### src/euflg_pkg.sv
/*
  Package for the execution unit state block: register map for the
  Avalon-MM window, flag bit positions, reset values and field widths.
  Assumes nothing of its surroundings; imported whole by the top, the register memory and the bench.
*/
package euflg_pkg;

  // Avalon word indexes of the software-visible registers
  localparam logic [3:0] EUFLG_IDX_PSW = 4'h0;
  localparam logic [3:0] EUFLG_IDX_CSB = 4'h1;
  localparam logic [3:0] EUFLG_IDX_DSB = 4'h2;
  localparam logic [3:0] EUFLG_IDX_SSB = 4'h3;
  localparam logic [3:0] EUFLG_IDX_ESB = 4'h4;
  localparam logic [3:0] EUFLG_IDX_IPR = 4'h5;  // Fetch pointer slot, hidden: reads zero
  localparam logic [3:0] EUFLG_IDX_GP0 = 4'h8;  // General registers at 8..15

  // Flag bit positions
  localparam int EUFLG_B_CF = 0;
  localparam int EUFLG_B_PF = 2;
  localparam int EUFLG_B_AF = 4;
  localparam int EUFLG_B_ZF = 6;
  localparam int EUFLG_B_SF = 7;
  localparam int EUFLG_B_TF = 8;
  localparam int EUFLG_B_IF = 9;
  localparam int EUFLG_B_DF = 10;
  localparam int EUFLG_B_OF = 11;

  // Bits that can hold flag state; reserved bits stay zero
  localparam logic [15:0] EUFLG_PSW_MASK = 16'h0fd5;

  // Reset values
  localparam logic [15:0] EUFLG_PSW_RST = 16'h0000;
  localparam logic [15:0] EUFLG_CSB_RST = 16'hffff;
  localparam logic [15:0] EUFLG_SEG_RST = 16'h0000;
  localparam logic [15:0] EUFLG_IP_RST = 16'h0000;
  localparam logic [15:0] EUFLG_GPR_RST = 16'h0000;

  // Shape of the address path
  localparam int EUFLG_SEG_SHIFT = 4;
  localparam int EUFLG_PA_W = 20;

  // Register file indexes of named general registers
  localparam logic [2:0] EUFLG_R_ACC = 3'h0;
  localparam logic [2:0] EUFLG_R_CNT = 3'h1;
  localparam logic [2:0] EUFLG_R_DAT = 3'h2;

  // Segment selectors for address generation
  typedef enum logic [1:0] {
    EUFLG_SEG_ES = 2'b00,
    EUFLG_SEG_CS = 2'b01,
    EUFLG_SEG_SS = 2'b10,
    EUFLG_SEG_DS = 2'b11
  } euflg_seg_t;

  // Bus slave states
  typedef enum logic [1:0] {
    EUFLG_BUS_IDLE = 2'b00,
    EUFLG_BUS_ANS = 2'b01,
    EUFLG_BUS_DONE = 2'b10
  } euflg_bus_t;

endpackage

### src/euflg_gpr_if.sv
/*
  Carrier between the top and the general register memory: one write
  port with byte enables, one registered read port and two direct views of the count and data word registers.
  Assumes both ends share one clock.
*/
`timescale 1ns/1ps
interface euflg_gpr_if;
  logic we;               // Write strobe
  logic [2:0] waddr;      // Write register index
  logic [1:0] wbe;        // Byte enables: bit 1 high byte
  logic [15:0] wdata;     // Write data
  logic [2:0] raddr_a;    // Read port A index
  logic [15:0] rdata_a;   // Registered read data A
  logic [15:0] count_q;   // Count register, for shifts
  logic [15:0] dataw_q;   // Data word register, for port address
  modport host (output we, waddr, wbe, wdata, raddr_a, input rdata_a, count_q, dataw_q);
  modport mem (input we, waddr, wbe, wdata, raddr_a, output rdata_a, count_q, dataw_q);
endinterface

### src/euflg_gpr_mem.sv
/*
  Eight 16-bit general registers with byte-lane writes.
  Assumes the synchronised active-low reset copy from the top.
*/
`timescale 1ns/1ps
module euflg_gpr_mem
  import euflg_pkg::*;
(
  input wire logic clock,
  input wire logic rst_n,
  euflg_gpr_if.mem gp
);
  logic [15:0] regs [8];  // General register array

  // Byte-lane writes make the byte halves of all eight addressable
  genvar g;
  generate
    for (g = 0; g < 8; g++) begin : g_reg
      always_ff @(posedge clock or negedge rst_n) begin
        if (!rst_n) begin
          regs[g] <= EUFLG_GPR_RST;
        end else if (gp.we && gp.waddr == 3'(g)) begin
          if (gp.wbe[0]) begin
            regs[g][7:0] <= gp.wdata[7:0];
          end
          if (gp.wbe[1]) begin
            regs[g][15:8] <= gp.wdata[15:8];
          end
        end
      end
    end
  endgenerate

  // Read data leave through a register
  always_ff @(posedge clock or negedge rst_n) begin
    if (!rst_n) begin
      gp.rdata_a <= EUFLG_GPR_RST;
    end else begin
      gp.rdata_a <= regs[gp.raddr_a];
    end
  end

  // Dedicated views of count and data word registers
  assign gp.count_q = regs[EUFLG_R_CNT];
  assign gp.dataw_q = regs[EUFLG_R_DAT];
endmodule

### src/euflg_top.sv
/*
  Execution unit architectural state: general registers, segment bases,
  fetch offset pointer, status flags and physical address generation.
  Assumes an Avalon-MM master with waitrequest and an execution engine
  that drives one-cycle result strobes on the same clock.
*/
`timescale 1ns/1ps
module euflg_top
  import euflg_pkg::*;
(
  input wire logic clock,
  input wire logic rst_n,
  input wire logic [5:0] avs_address,
  input wire logic avs_read,
  input wire logic avs_write,
  input wire logic [31:0] avs_writedata,
  input wire logic [3:0] avs_byteenable,
  output logic [31:0] avs_readdata,
  output logic avs_waitrequest,
  input wire logic res_valid,
  input wire logic res_byte,
  input wire logic [15:0] res_value,
  input wire logic res_carry,
  input wire logic res_aux,
  input wire logic res_ovf,
  input wire logic instr_done,
  input wire logic flags_load,
  input wire logic [15:0] flags_value,
  input wire logic flags_popped,
  input wire logic set_direction_instr,
  input wire logic clear_direction_instr,
  input wire logic set_int_enable_instr,
  input wire logic clear_int_enable_instr,
  input wire logic ip_load,
  input wire logic [15:0] ip_value,
  input wire logic ip_fetch_step,
  input wire logic [1:0] ip_step,
  input wire logic [1:0] agen_seg,
  input wire logic [15:0] agen_offset,
  input wire logic irq_request,
  output logic [19:0] phys_addr,
  output logic [19:0] fetch_addr,
  output logic [4:0] shift_count,
  output logic [15:0] io_port_addr,
  output logic string_step_up,
  output logic irq_accept,
  output logic trace_trap
);
  logic rst_s1;            // Reset release synchroniser, stage 1
  logic rst_sync_n;        // Synchronised reset for the whole block
  euflg_gpr_if gp();       // Link to the register memory

  logic [15:0] processor_status_word;  // Flags
  logic [15:0] code_segment_base;
  logic [15:0] data_segment_base;
  logic [15:0] stack_segment_base;
  logic [15:0] extra_segment_base;
  logic [15:0] fetch_offset_pointer;   // Hidden from the bus both ways
  logic trace_arm;         // Trace was live before this instruction
  euflg_bus_t bus_state;   // Slave sequencer
  logic bus_is_gpr;        // Latched read of a general register
  logic gpr_rd_hit;        // Read aimed at the general register window
  logic psw_engine_busy;   // Engine touches the flags this cycle
  logic [15:0] next_psw;   // Flags after this cycle's events
  logic [15:0] wmask;      // Byte lanes of a bus write, as bit mask
  logic [15:0] lane_data;  // Low half of the bus write data

  // Combine a segment and offset into a wrapped 20-bit address
  function automatic logic [19:0] euflg_pa(input logic [15:0] seg, input logic [15:0] off);
    logic [19:0] sum;
    sum = {seg, 4'h0} + {4'h0, off};
    return sum;
  endfunction

  // Merge the enabled byte lanes of a write into an old value
  function automatic logic [15:0] euflg_merge(input logic [15:0] old_v,
    input logic [15:0] new_v, input logic [15:0] mask);
    return (old_v & ~mask) | (new_v & mask);
  endfunction

  // Pick one segment base by selector
  function automatic logic [15:0] euflg_seg_pick(input logic [1:0] sel, input logic [15:0] es_v,
    input logic [15:0] cs_v, input logic [15:0] ss_v, input logic [15:0] ds_v);
    logic [15:0] v;
    case (euflg_seg_t'(sel))
      EUFLG_SEG_ES: v = es_v;
      EUFLG_SEG_CS: v = cs_v;
      EUFLG_SEG_SS: v = ss_v;
      default: v = ds_v;
    endcase
    return v;
  endfunction

  // Release reset through two flops so removal is clean
  always_ff @(posedge clock or negedge rst_n) begin
    if (!rst_n) begin
      rst_s1 <= 1'b0;
      rst_sync_n <= 1'b0;
    end else begin
      rst_s1 <= 1'b1;
      rst_sync_n <= rst_s1;
    end
  end

  euflg_gpr_mem u_mem (
    .clock(clock),
    .rst_n(rst_sync_n),
    .gp(gp)
  );

  // Lane mask for the low 16 bits of a write
  assign wmask = {{8{avs_byteenable[1]}}, {8{avs_byteenable[0]}}};
  assign lane_data = avs_writedata[15:0];

  // Bus writes of general registers go to the memory module; the window is
  // words 8..15 only, so unmapped words with bit 3 set never reach it
  assign gp.we = (bus_state == EUFLG_BUS_IDLE) && avs_write
                 && (avs_address[5:3] == 3'b001);
  assign gp.waddr = avs_address[2:0];
  assign gp.wbe = avs_byteenable[1:0];
  assign gp.wdata = avs_writedata[15:0];
  assign gp.raddr_a = avs_address[2:0];

  // Memory read data leave a flop, so these reads answer one cycle later
  assign gpr_rd_hit = avs_read && (avs_address[5:3] == 3'b001);

  // Engine flag events beat a bus write of the flags in the same cycle
  assign psw_engine_busy = res_valid || flags_load || set_direction_instr
                           || clear_direction_instr || set_int_enable_instr
                           || clear_int_enable_instr;

  // Slave sequencer: accept, then answer one cycle later with read data, two cycles later for a general register read
  always_ff @(posedge clock or negedge rst_sync_n) begin
    if (!rst_sync_n) begin
      bus_state <= EUFLG_BUS_IDLE;
      bus_is_gpr <= 1'b0;
    end else begin
      case (bus_state)
        EUFLG_BUS_IDLE: begin
          if (avs_read || avs_write) begin
            bus_state <= EUFLG_BUS_ANS;
            bus_is_gpr <= gpr_rd_hit;
          end
        end
        EUFLG_BUS_ANS: bus_state <= EUFLG_BUS_DONE;  // Master samples low now, except for a general register read
        EUFLG_BUS_DONE: bus_state <= EUFLG_BUS_IDLE;  // Master drops request; a general register read is answered now
        default: bus_state <= EUFLG_BUS_IDLE;
      endcase
    end
  end

  // Waitrequest is low only in the answer cycle; a general register read
  // waits once more so that the memory's registered data can be copied out
  always_ff @(posedge clock or negedge rst_sync_n) begin
    if (!rst_sync_n) begin
      avs_waitrequest <= 1'b1;
    end else begin
      avs_waitrequest <= !((bus_state == EUFLG_BUS_IDLE && (avs_read || avs_write)
                            && !gpr_rd_hit)
                           || (bus_state == EUFLG_BUS_ANS && bus_is_gpr));
    end
  end

  // Read data registered at the same time waitrequest drops
  always_ff @(posedge clock or negedge rst_sync_n) begin
    if (!rst_sync_n) begin
      avs_readdata <= 32'h0000_0000;
    end else if (bus_state == EUFLG_BUS_IDLE && avs_read) begin
      if (avs_address[5:4] != 2'b00) begin
        avs_readdata <= 32'h0000_0000;  // Unmapped reads as zero
      end else if (avs_address[3]) begin
        avs_readdata <= 32'h0000_0000;  // Filled from memory next cycle
      end else begin
        case (avs_address[3:0])
          EUFLG_IDX_PSW: avs_readdata <= {16'h0000, processor_status_word};
          EUFLG_IDX_CSB: avs_readdata <= {16'h0000, code_segment_base};
          EUFLG_IDX_DSB: avs_readdata <= {16'h0000, data_segment_base};
          EUFLG_IDX_SSB: avs_readdata <= {16'h0000, stack_segment_base};
          EUFLG_IDX_ESB: avs_readdata <= {16'h0000, extra_segment_base};
          EUFLG_IDX_IPR: avs_readdata <= 32'h0000_0000;  // Pointer stays hidden
          default: avs_readdata <= 32'h0000_0000;
        endcase
      end
    end else if (bus_state == EUFLG_BUS_ANS && bus_is_gpr) begin
      avs_readdata <= {16'h0000, gp.rdata_a};
    end
  end

  // Segment bases; only the bus alters them here
  always_ff @(posedge clock or negedge rst_sync_n) begin
    if (!rst_sync_n) begin
      code_segment_base <= EUFLG_CSB_RST;
      data_segment_base <= EUFLG_SEG_RST;
      stack_segment_base <= EUFLG_SEG_RST;
      extra_segment_base <= EUFLG_SEG_RST;
    end else if (bus_state == EUFLG_BUS_IDLE && avs_write && avs_address[5:3] == 3'b000) begin
      case (avs_address[3:0])
        EUFLG_IDX_CSB: code_segment_base <= euflg_merge(code_segment_base, lane_data, wmask);
        EUFLG_IDX_DSB: data_segment_base <= euflg_merge(data_segment_base, lane_data, wmask);
        EUFLG_IDX_SSB: stack_segment_base <= euflg_merge(stack_segment_base, lane_data, wmask);
        EUFLG_IDX_ESB: extra_segment_base <= euflg_merge(extra_segment_base, lane_data, wmask);
        default: code_segment_base <= code_segment_base;
      endcase
    end
  end

  // Fetch pointer moves only with execution; 16 bits wrap inside 64K
  always_ff @(posedge clock or negedge rst_sync_n) begin
    if (!rst_sync_n) begin
      fetch_offset_pointer <= EUFLG_IP_RST;
    end else if (ip_load) begin
      fetch_offset_pointer <= ip_value;
    end else if (ip_fetch_step) begin
      fetch_offset_pointer <= fetch_offset_pointer + {14'h0000, ip_step};
    end
  end

  // Flag update from results, dedicated instructions and loads
  always_comb begin
    next_psw = processor_status_word;
    if (flags_load) begin
      next_psw = flags_value & EUFLG_PSW_MASK;
    end else begin
      if (res_valid) begin
        next_psw[EUFLG_B_OF] = res_ovf;
        next_psw[EUFLG_B_SF] = res_byte ? res_value[7] : res_value[15];
        next_psw[EUFLG_B_ZF] = res_byte ? (res_value[7:0] == 8'h00)
                                        : (res_value == 16'h0000);
        next_psw[EUFLG_B_AF] = res_aux;
        next_psw[EUFLG_B_PF] = ~^res_value[7:0];
        next_psw[EUFLG_B_CF] = res_carry;
      end
      if (set_direction_instr) begin
        next_psw[EUFLG_B_DF] = 1'b1;
      end else if (clear_direction_instr) begin
        next_psw[EUFLG_B_DF] = 1'b0;
      end
      if (set_int_enable_instr) begin
        next_psw[EUFLG_B_IF] = 1'b1;
      end else if (clear_int_enable_instr) begin
        next_psw[EUFLG_B_IF] = 1'b0;
      end
    end
  end

  // Flags register; bus writes land only when no engine event competes
  always_ff @(posedge clock or negedge rst_sync_n) begin
    if (!rst_sync_n) begin
      processor_status_word <= EUFLG_PSW_RST;
    end else if (bus_state == EUFLG_BUS_IDLE && avs_write && avs_address == 6'(EUFLG_IDX_PSW)
                 && !psw_engine_busy) begin
      processor_status_word <= ((processor_status_word & ~wmask)
                               | (avs_writedata[15:0] & wmask)) & EUFLG_PSW_MASK;
    end else begin
      processor_status_word <= next_psw & EUFLG_PSW_MASK;
    end
  end

  // Trace is armed at instruction end, so a flag pop defers by one
  always_ff @(posedge clock or negedge rst_sync_n) begin
    if (!rst_sync_n) begin
      trace_arm <= 1'b0;
      trace_trap <= 1'b0;
    end else if (instr_done) begin
      trace_trap <= trace_arm && !flags_popped;
      trace_arm <= processor_status_word[EUFLG_B_TF] || (flags_load && flags_value[EUFLG_B_TF]);
    end else begin
      trace_trap <= 1'b0;
    end
  end

  // Address outputs and helper views, all registered
  always_ff @(posedge clock or negedge rst_sync_n) begin
    if (!rst_sync_n) begin
      phys_addr <= 20'h00000;
      fetch_addr <= 20'hffff0;
      shift_count <= 5'h00;
      io_port_addr <= 16'h0000;
      string_step_up <= 1'b0;
      irq_accept <= 1'b0;
    end else begin
      phys_addr <= euflg_pa(euflg_seg_pick(agen_seg, extra_segment_base, code_segment_base,
                   stack_segment_base, data_segment_base), agen_offset);
      fetch_addr <= euflg_pa(code_segment_base, fetch_offset_pointer);
      shift_count <= gp.count_q[4:0];
      io_port_addr <= gp.dataw_q;
      string_step_up <= processor_status_word[EUFLG_B_DF];
      irq_accept <= irq_request && processor_status_word[EUFLG_B_IF];
    end
  end

  // Reserved flag bits never hold state
  psw_rsvd_a: assert property (@(posedge clock) disable iff (!rst_sync_n)
    (processor_status_word & ~EUFLG_PSW_MASK) == 16'h0000)
    else $error("reserved flag bit set");
  // Zero flag follows a word result
  zero_flag_a: assert property (@(posedge clock) disable iff (!rst_sync_n)
    res_valid && !res_byte && !flags_load
    |=> processor_status_word[EUFLG_B_ZF] == ($past(res_value) == 16'h0000))
    else $error("zero flag wrong");
  // Parity flag follows low byte
  parity_flag_a: assert property (@(posedge clock) disable iff (!rst_sync_n)
    res_valid && !flags_load |=> processor_status_word[EUFLG_B_PF] == ~^$past(res_value[7:0]))
    else $error("parity flag wrong");
  // Sign flag follows top result bit
  sign_flag_a: assert property (@(posedge clock) disable iff (!rst_sync_n)
    res_valid && !res_byte && !flags_load
    |=> processor_status_word[EUFLG_B_SF] == $past(res_value[15]))
    else $error("sign flag wrong");
  // Interrupt acceptance is exactly a request gated by the enable flag
  irq_gate_a: assert property (@(posedge clock) disable iff (!rst_sync_n)
    ##1 irq_accept == ($past(processor_status_word[EUFLG_B_IF]) && $past(irq_request)))
    else $error("irq acceptance wrong");
  // Fetch address is code base times sixteen plus pointer
  fetch_addr_a: assert property (@(posedge clock) disable iff (!rst_sync_n)
    ##1 fetch_addr == 20'({$past(code_segment_base), 4'h0}
                          + {4'h0, $past(fetch_offset_pointer)}))
    else $error("fetch address wrong");
  // Direction set instruction
  dir_set_a: assert property (@(posedge clock) disable iff (!rst_sync_n)
    set_direction_instr && !flags_load ##1 1'b1 |=> string_step_up)
    else $error("direction not set");
  // Carry flag follows result carry
  carry_flag_a: assert property (@(posedge clock) disable iff (!rst_sync_n)
    res_valid && !flags_load |=> processor_status_word[EUFLG_B_CF] == $past(res_carry))
    else $error("carry flag wrong");
  // A general register read waits one extra cycle for the memory
  gpr_read_wait_a: assert property (@(posedge clock) disable iff (!rst_sync_n)
    bus_state == EUFLG_BUS_IDLE && gpr_rd_hit |=> avs_waitrequest ##1 !avs_waitrequest)
    else $error("register read answered early");
  // The fetch pointer slot never shows the pointer
  ip_hidden_a: assert property (@(posedge clock) disable iff (!rst_sync_n)
    bus_state == EUFLG_BUS_IDLE && avs_read && avs_address == 6'(EUFLG_IDX_IPR)
    |=> avs_readdata == 32'h0000_0000)
    else $error("fetch pointer readable");
endmodule

### config.mk
export PLATFORM = sky130hd
export DESIGN_NAME = euflg_top
export DESIGN_NICKNAME = d
export VERILOG_FILES = /design/src/euflg_pkg.sv /design/src/euflg_gpr_if.sv /design/src/euflg_gpr_mem.sv /design/src/euflg_top.sv
export SDC_FILE = /design/constraint.sdc
export NUM_CORES = 1
export LEC_CHECK = 0
export CORE_UTILIZATION = 56
export DETAILED_ROUTE_END_ITERATION = 8
export DONT_BUFFER_PORTS = 1
export PLACE_DENSITY = 0.7
export SYNTH_ARGS = -nofsm -noshare
export SYNTH_HDL_FRONTEND = slang
export SYNTH_SLANG_ARGS = --single-unit
### constraint.sdc
create_clock -name clock -period 9.3 [get_ports clock]
set_input_delay 0.465 -clock clock [delete_from_list [all_inputs] [get_ports clock]]
set_output_delay 0.465 -clock clock [all_outputs]
set_load 0.05 [all_outputs]
Word level (Yosys, flattened, before mapping)
Index checks and enable logic that the tools add are counted.
- input bits: 129
- logic and storage cells: 176
- register bits after elaboration: 339
- output and inout bits: 97
- bitwise logic cells: 13
- equality and inequality tests: 16
- multiplexer cells: 32
- reduce and logical (&&, ||, !) cells: 70
- order comparisons: 1
- $add $sub $neg: 3
- operators by type and width (kind ; count):
    16-bit two-way mux ; 6
    16-bit bitwise AND ; 5
    16-bit case mux with 5 select lines ; 1
    32-bit two-way mux ; 2
    16-bit bitwise OR ; 4
    16-bit binary-select mux with 3-bit select ; 1
    16-bit case mux with 3 select lines ; 1
    2-bit AND reduction ; 21
    20-bit by 16-bit adder with 20-bit output ; 2
    1-bit logical AND ; 21
    16-bit by 2-bit adder with 16-bit output ; 1
    16-bit zero test ; 1
    16-bit NOT ; 1
    1-bit two-way mux ; 15
    12-bit bitwise AND ; 1
    3-bit equality test (second input constant) ; 4
    12-bit two-way mux ; 1
    12-bit bitwise OR ; 1
    4-bit by 2-bit equality test with 1-bit output (second input constant) ; 2
    8-bit zero test ; 1
    1-bit logical OR ; 8
    2-bit nonzero test ; 4
    4-bit nonzero test ; 2
    8-bit XNOR reduction ; 1
    other kinds (18) ; 28

Depth between registers and ports, before layout
Gate-level depths: netlist (run 1).
- word-level depth: 8
- depth in mapped cells: 11
- mapped depth without buffers: 9

By module
From an unflattened synthesis (run 1), not the netlist that was laid out.
- cells, all modules: 1171
- area total of the unflattened synthesis: 15633.7 sq um
- by module, submodules not included (module ; cells an instance ; seq. area each (sq um) ; instances ; area an instance (sq um)):
    euflg_top ; 779 ; 4445.5 ; 1 ; 9148.8
    euflg_gpr_mem ; 392 ; 3603.5 ; 1 ; 6485.0

Worst setup path before layout (run 1)
Ideal clock, no wire load.
- kind: input to register
- start: input agen_seg[0]
- end: register phys_addr[18]
- arrival time: 3.047 ns
- slack: 6.127 ns
- stages: 11
- required time: 9.175 ns
- path buffers: 2
- setup time: 0.125 ns
- cells stage by stage: clkbuf_1 buf_2 mux4_2 ha_1 fa_1 a21o_1 nand3_1 a31oi_1 a21oi_1 nor2_1 xor2_1
- longest elaborated chain between the ends: 3
- elaborated cells on any way between the ends: 5
- those cells by class: add/sub: 1; eq/ne: 2; mux: 1; reduce/logical: 1
- RTL lines (element ; RTL line ; source):
    start: declaration ; euflg_top.sv:38 ; input wire logic [1:0] agen_seg,
    2-bit equality test, or another cell as far along ; euflg_top.sv:85 ; case (euflg_seg_t'(sel))
    16-bit case mux with 3 select lines * ; euflg_top.sv:85 ;
    20-bit by 16-bit adder with 20-bit output * ; euflg_top.sv:71 ; sum = {seg, 4'h0} + {4'h0, off};
    end signal: assignment ; euflg_top.sv:282 ; phys_addr <= euflg_pa(euflg_seg_pick(agen_seg, extra_segment_base, code_segment_base,
    end: declaration ; euflg_top.sv:41 ; output logic [19:0] phys_addr,
Mark *: on every way between the ends. The rest lies on a longest branch, timed or not.
A chain may end at the register's enable or synchronous reset.

==> results of run 1 <==
==> critical path: cells and delay by family, from the launching register on <==
family	cells	cell delay (ns)
AO/OA/AOI/OAI	3	1.21
AND/OR/NAND/NOR	2	0.32
XOR/XNOR	1	0.17
multiplexers	1	0.48
flip-flops	1	0.39
adder cells (fa/ha/maj)	1	0.37
==> worst min-delay path by stage <==
| stage | slack, ns | endpoint | start |
|---|---|---|---|
| CTS | 0.02 | trace_trap$_DFF_PN0_ | flags_popped |
| detailed placement | 0.13 | u_mem.gp.dataw_q[1]$_DFFE_PN0P_ | rst_sync_n$_DFF_PN0_ |
| global placement | 0.13 | u_mem.gp.dataw_q[1]$_DFFE_PN0P_ | rst_sync_n$_DFF_PN0_ |
| finish | 0.03 | trace_trap$_DFF_PN0_ | flags_popped |
| global route | 0.03 | trace_trap$_DFF_PN0_ | flags_popped |
| floorplan | 0.17 | rst_s1$_DFF_PN0_ | rst_n |
==> power breakdown <==
group	internal (mW)	switching, mW
logic	0.208	0.232
clock network	0.787	0.547
registers	1.59	0.407
total	2.58	1.19
==> layout make-up <==
class	instances	area [sq um]
clock buffers	56	1066
clock inverters	6	47.55
fillers	2058	10230
inverters	25	93.84
multi-input cells	747	6783
flip-flops and latches	320	8053
well taps	341	426.7
repair buffers	12	102.6
==> cells in the mapped netlist (3+ instances only) <==
| cell type | instances |
|---|---|
| a211oi_1 | 3 |
| a21o_1 | 8 |
| a21oi_1 | 50 |
| a221o_1 | 5 |
| a222oi_1 | 9 |
| a22o_1 | 11 |
| a22oi_1 | 15 |
| a31oi_1 | 5 |
| and3_1 | 8 |
| buf_1 | 4 |
| buf_2 | 20 |
| buf_4 | 19 |
| clkbuf_1 | 29 |
| dfrtp_1 | 287 |
| dfstp_2 | 33 |
| fa_1 | 3 |
| ha_1 | 31 |
| inv_1 | 25 |
| mux2_2 | 222 |
| mux2i_1 | 9 |
| mux4_2 | 48 |
| nand2_1 | 47 |
| nand2_2 | 7 |
| nand2b_1 | 7 |
| nand3_1 | 15 |
| nand3_2 | 8 |
| nand4_1 | 7 |
| nor2_1 | 54 |
| nor2_2 | 8 |
| nor2b_1 | 14 |
| nor3_1 | 12 |
| nor3_4 | 4 |
| nor4_1 | 3 |
| o21a_1 | 6 |
| o21ai_0 | 34 |
| o22ai_1 | 4 |
| o32ai_1 | 4 |
| xnor2_1 | 25 |
| xor2_1 | 14 |
==> per-layer routing <==
layer	part of all wire, %	routed length [um]	GRT usage, %
met5	0	0	0
met4	2.8	978	8.736
met1	43	15190	35.10
met3	6.0	2120	5.394
met2	48	16960	42.62
==> metrics by stage <==
stage	util, %	power, mW
2_1_floorplan	-	2.364
3_3_place_gp	57.49	2.437
5_1_grt	61.83	3.916
3_5_place_dp	57.49	2.459
6_report	61.83	3.769
4_1_cts	61.83	3.797
==> placed cells by master (no fill, tap or decap), drive strengths merged, types with 11 or more instances in the layout <==
master and n:
mux2 222, nand3 24, xnor2 25, xor2 14
nor3 17, clkbuf 56, inv 26, mux4 48
ha 31, nand2 54, nor2 63, dfrtp 287
conb 17, a22o 11, dfstp 33, a21oi 50
nor2b 14, o21ai 34, a22oi 15
==> cell families (layout without fill, tap and decap cells) <==
group / count (synthesis) / count (layout) / synth area share (%)
and+or+nand+nor: 211 / 211 / 7.537
DFF: 320 / 320 / 52.76
muxes: 279 / 279 / 24.06
xor gates and xnor gates: 39 / 39 / 2.239
other: 2 / 17 / 0.04923
adders and majority gates: 34 / 34 / 2.936
buffers and inverters: 99 / 99 / 3.166
AOI/OAI and AO/OA: 167 / 167 / 7.250
==> results.cfg, run 1 <==
[worst_setup_path]
critical_path.max_stage_delay_ns = 0.64
critPathArrivalTime_ns = 3.46
worst_r2r_endpoint = phys_addr[19]$_DFF_PN0_
critPathRequiredTime_ns = 9.70
reg2reg_slack_ns = 6.24
slowest_stage = a2111oi_0
critical_path_class = register to register
worst_setup_start_kind = register
worstSetupEndpointType = register
worstPathCellList = mux4_2 > ha_1 > a21oi_1 > a2111oi_0 > nor2_1 > o21ai_0 > nand4_1 > xnor2_1
worst_r2r_path_depth = 8
timing.critical_path.to = phys_addr[19]$_DFF_PN0_
worstPathMaxFanout = 4

[logic_synthesis]
syn-mean-instance-area_sq_um = 13.25
postSynthCellCount = 1151
postSynth.topFlopCell = dfrtp_1
synth_area_leader_cell = dfrtp_1
seq_area_frac_synth_pct = 52.76
synth_top_area_share_pct = 47.08
mappedNetlistArea_sq_um = 15260
syn_warnings = 0
yosysUniqueCellTypes = 63
biggest_area_contributors_in_the_synthesized_netlist = dfrtp_1 47%, mux2_2 16%, mux4_2 7.1%, dfstp_2 5.7%, ha_1 2.5%
post_synthesis_sequential_element_count = 320
synth_async_sr_flop_share_pct = 100.0
synth_edf_count = 0

[worst_hold_path]
hold_path_depth = 1
timing.hold.worst.class = input pin to register

[grt]
grt_pass1_wl_um = 56010
grt_start_max_net_pins = 86
grt_pass1_vias = 9830
gr-total-overflow = 0
grtUsageTotal_pct = 26.16
antenna_found_initial = 0

[timing]
finalHoldViolations = 0
final_period_utilization_pct = 32.87
fin_hold_ws_ns = 0.03178
worstMarginPinSlew_ns = 1.144
setup_repair_after_global_routing_missed_its_margin = no
relSlewSlack_pct = 23.46
clock-skew-final_ns = 0.01418
total_negative_setup_slacks_ns = 0
timing.fmax_mhz = 327.2
slew_viol_final = 0
timing.final.ws_setup_ns = 6.243
period_needed_ns = 3.057
setup_violations = 0

[place]
cell_count_after_placement = 1440
placedInstanceArea_sq_um = 15410
globalplace.congestion = 0.8593
placement.setup.worst_slack_ns = 6.167
post-dp-hpwl_um = 23860
io_buffers = 0

[final_layout]
final_cell_area_sq_um = 16570
syn_to_final_growth_pct = 8.628
insertedDiodeCount = 0
post_route_cells_drive_above_1_share_pct = 34.13
fin_nets = 1304
post_layout_nonfiller_instances = 1507

[floorplan]
rows = 60
design.portCount = 226
die_width_um = 167.1
initial_utilization_pct = 56.92
die_area_sq_um = 27910
core_area_sq_um = 26800
dieHeight_um = 167.1

[clocking]
clock_latency_at_the_later_pin_of_the_worst_skew_pair_ns = 0.51
clock_sink_count = 320
root_cell_of_the_clock_tree = clkbuf_16
post_cts_resized = 0
cts_made_buffers = 35
cts_htree_levels = 2
cts.hold.buffers_added = 5
tritoncts_clock_tree = yes
clk_pin_slew_worst_paths_ns = 0.06
clock_tree.buffer_depth = 3
post_cts_buffers = 0

[routing]
drt_drc_violations_left = 0
routedWlPerCell_um = 23.39
drt-total-wl_um = 35240
drt_pre_antenna_iters = 6
detailedRoute.firstIterationViolations = 790
final_antenna_net_count = 0
detailroute.via_count = 9354
vias_per_cell = 6.207

[power]
powerDensity_nw_per_um2 = 227.4
highest_ir_drop_seen_on_vdd_uv = 201.1
cellLeakagePower_nw = 7.634

[run]
drv_cap = 0

[status]
outcome = finished, final reports clean
Power figures use the tool's default switching activity.
==> run 2: changes to the inputs <==
--- a/config.mk
+++ b/config.mk
@@ -8,7 +8,7 @@
 export CORE_UTILIZATION = 56
 export DETAILED_ROUTE_END_ITERATION = 8
 export DONT_BUFFER_PORTS = 1
-export PLACE_DENSITY = 0.7
+export PLACE_DENSITY = 0.67
 export SYNTH_ARGS = -nofsm -noshare
 export SYNTH_HDL_FRONTEND = slang
 export SYNTH_SLANG_ARGS = --single-unit
==> constraint.sdc (replaced) <==
create_clock -name clock -period 3.1 [get_ports clock]
set_input_delay 0.155 -clock clock [delete_from_list [all_inputs] [get_ports clock]]
set_output_delay 0.155 -clock clock [all_outputs]
set_load 0.05 [all_outputs]
==> results.cfg, run 2 (same netlist as run 1, synthesis figures left out) <==
[status]
outcome = finished, final reports clean

[timing]
setup_violations = 0
clock-skew-final_ns = 0.01208
total_negative_setup_slacks_ns = 0
fin_hold_ws_ns = 0.01514
final_period_utilization_pct = 89.07
finalHoldViolations = 0
slew_viol_final = 0
timing.fmax_mhz = 362.2
period_needed_ns = 2.761
timing.final.ws_setup_ns = 0.3389
worstMarginPinSlew_ns = 1.135
setup_repair_after_global_routing_missed_its_margin = no
relSlewSlack_pct = 24.07

[power]
switching_power_mw = 3.652
combPwrFrac_pct = 13.0
cellLeakagePower_nw = 8.069
powerDensity_nw_per_um2 = 663.1
sequentialPowerShare_pct = 51.5
clockPowerShare_pct = 35.6
net_switching_share_of_the_total_power_pct = 31.35
highest_ir_drop_seen_on_vdd_uv = 510.3
p_int_mw = 7.995

[routing]
drt-total-wl_um = 37760
routedWlPerCell_um = 23.62
detailroute.via_count = 9897
vias_per_cell = 6.189
drt_drc_violations_left = 0
detailedRoute.firstIterationViolations = 782
drt_pre_antenna_iters = 6
final_antenna_net_count = 0

[floorplan]
rows = 60
core_area_sq_um = 26800
dieHeight_um = 167.1
design.portCount = 226
die_width_um = 167.1
die_area_sq_um = 27910
initial_utilization_pct = 56.92

[clocking]
post_cts_resized = 0
clock_sink_count = 320
clock_latency_at_the_later_pin_of_the_worst_skew_pair_ns = 0.52
tritoncts_clock_tree = yes
root_cell_of_the_clock_tree = clkbuf_16
cts_made_buffers = 35
post_cts_buffers = 0
clk_pin_slew_worst_paths_ns = 0.06
clock_tree.buffer_depth = 3
cts_htree_levels = 2

[final_layout]
final_cell_area_sq_um = 17570
syn_to_final_growth_pct = 15.14
highest_count_cells_in_the_layout_ignoring_fill_and_taps = 286 x dfrtp_1, 222 x mux2_2, 88 x dlygate4sd3_1, 53 x nor2_1, 50 x a21oi_1
post_layout_nonfiller_instances = 1599
post_route_cells_drive_above_1_share_pct = 32.38
seqCellArea_sq_um = 8053
fin_nets = 1395
final_common_cell = dfrtp_1
fillCellCount = 1974
multiInputGateArea_sq_um = 6785

[grt]
antenna_found_initial = 1
grt_pass1_vias = 10130
gr-total-overflow = 0
grt_start_max_net_pins = 68
global_route.usage.met3_pct = 5.965
grt.met2_usage_pct = 44.82
busiest_layer = met2
grt_pass1_wl_um = 58430
grt_use_met1_pct = 36.83
grtUsageTotal_pct = 27.63

[worst_setup_path]
cp_num_buf_inv = 1
worstPathMaxFanout = 4
worstPathCellList = mux4_2 > ha_1 > a21oi_1 > a2111oi_0 > buf_4 > or3_1 > o21a_1 > mux2i_1 > o221ai_1
largest_delay_contributor_family_on_the_critical_path = compound AO/OA/AOI/OAI gates
critPathArrivalTime_ns = 3.14
worst_setup_start_kind = register
critical_path_class = register to register
critical_path.max_stage_delay_ns = 0.48
slowest_stage = mux4_2
critPathRequiredTime_ns = 3.48
worstSetupEndpointType = register

[place]
placedInstanceArea_sq_um = 15510
placement.setup.worst_slack_ns = 0.3434
globalplace.congestion = 0.8749
post-dp-hpwl_um = 24050
io_buffers = 0
cell_count_after_placement = 1447

[worst_hold_path]
timing.hold.worst.class = input pin to register

[run]
drv_cap = 0
==> run 2: timing repair <==
item	in CTS	in global routing
hold buffers	88	1
hold endpoints to repair	256	1
endpoints found under the setup margin	0	0
==> run 2: area by class of cell <==
type                    instances  area share, %
inverters                      25         0.5342
multi-input cells             747          38.63
flip-flops and latches        320          45.84
clock buffers                  54          5.976
repair buffers                103          6.012
well taps                     341          2.429
diodes                          1        0.01425
clock inverters                 8         0.5627
==> run 2: worst register-to-register path, cell delays in order, from the launching register on <==
cell and delay [ns]:
dfrtp_1 0.40, mux4_2 0.48, ha_1 0.35, a21oi_1 0.22
a2111oi_0 0.14, buf_4 0.16, or3_1 0.37, o21a_1 0.22
mux2i_1 0.17, o221ai_1 0.13
==> run 2: metrics by stage <==
step	util, %	power, mW
2_1_floorplan	-	7.091
3_3_place_gp	57.89	7.338
3_5_place_dp	57.89	7.386
4_1_cts	65.49	11.72
5_1_grt	65.53	12.09
6_report	65.54	11.65
==> run 2: routing by layer <==
metal	part of all wire [%]	up-vias
met5	0	-
met4	3.1	0
met1	42	5123
met2	48	344
met3	6.9	72
li1	-	4358
==> run 2: power by group through the flow <==
stage	sequential, mW	combinational [mW]	clock (mW)
global placement	6.05	1.29	0
detailed placement	6.07	1.32	0
global route	6.06	1.66	4.38
CTS	6.00	1.51	4.21
finish	5.99	1.51	4.14
floorplan	5.99	1.11	0
==> run 2: path summary, 6_finish.rpt <==
check,start,to,slack [ns],cells past startpoint
worst max register to register,register,phys_addr[15]$_DFF_PN0_,0.34,9
worst max-delay path,register,phys_addr[15]$_DFF_PN0_,0.34,9
worst min register to register,rst_s1$_DFF_PN0_,rst_sync_n$_DFF_PN0_,0.35,0
min in group asynchronous,rst_n,rst_sync_n$_DFF_PN0_,0.41,2
max in group asynchronous,rst_sync_n$_DFF_PN0_,avs_waitrequest$_DFF_PN1_,1.82,1
worst min-delay path,avs_address[0],u_mem.gp.rdata_a[7]$_DFF_PN0_,0.02,2
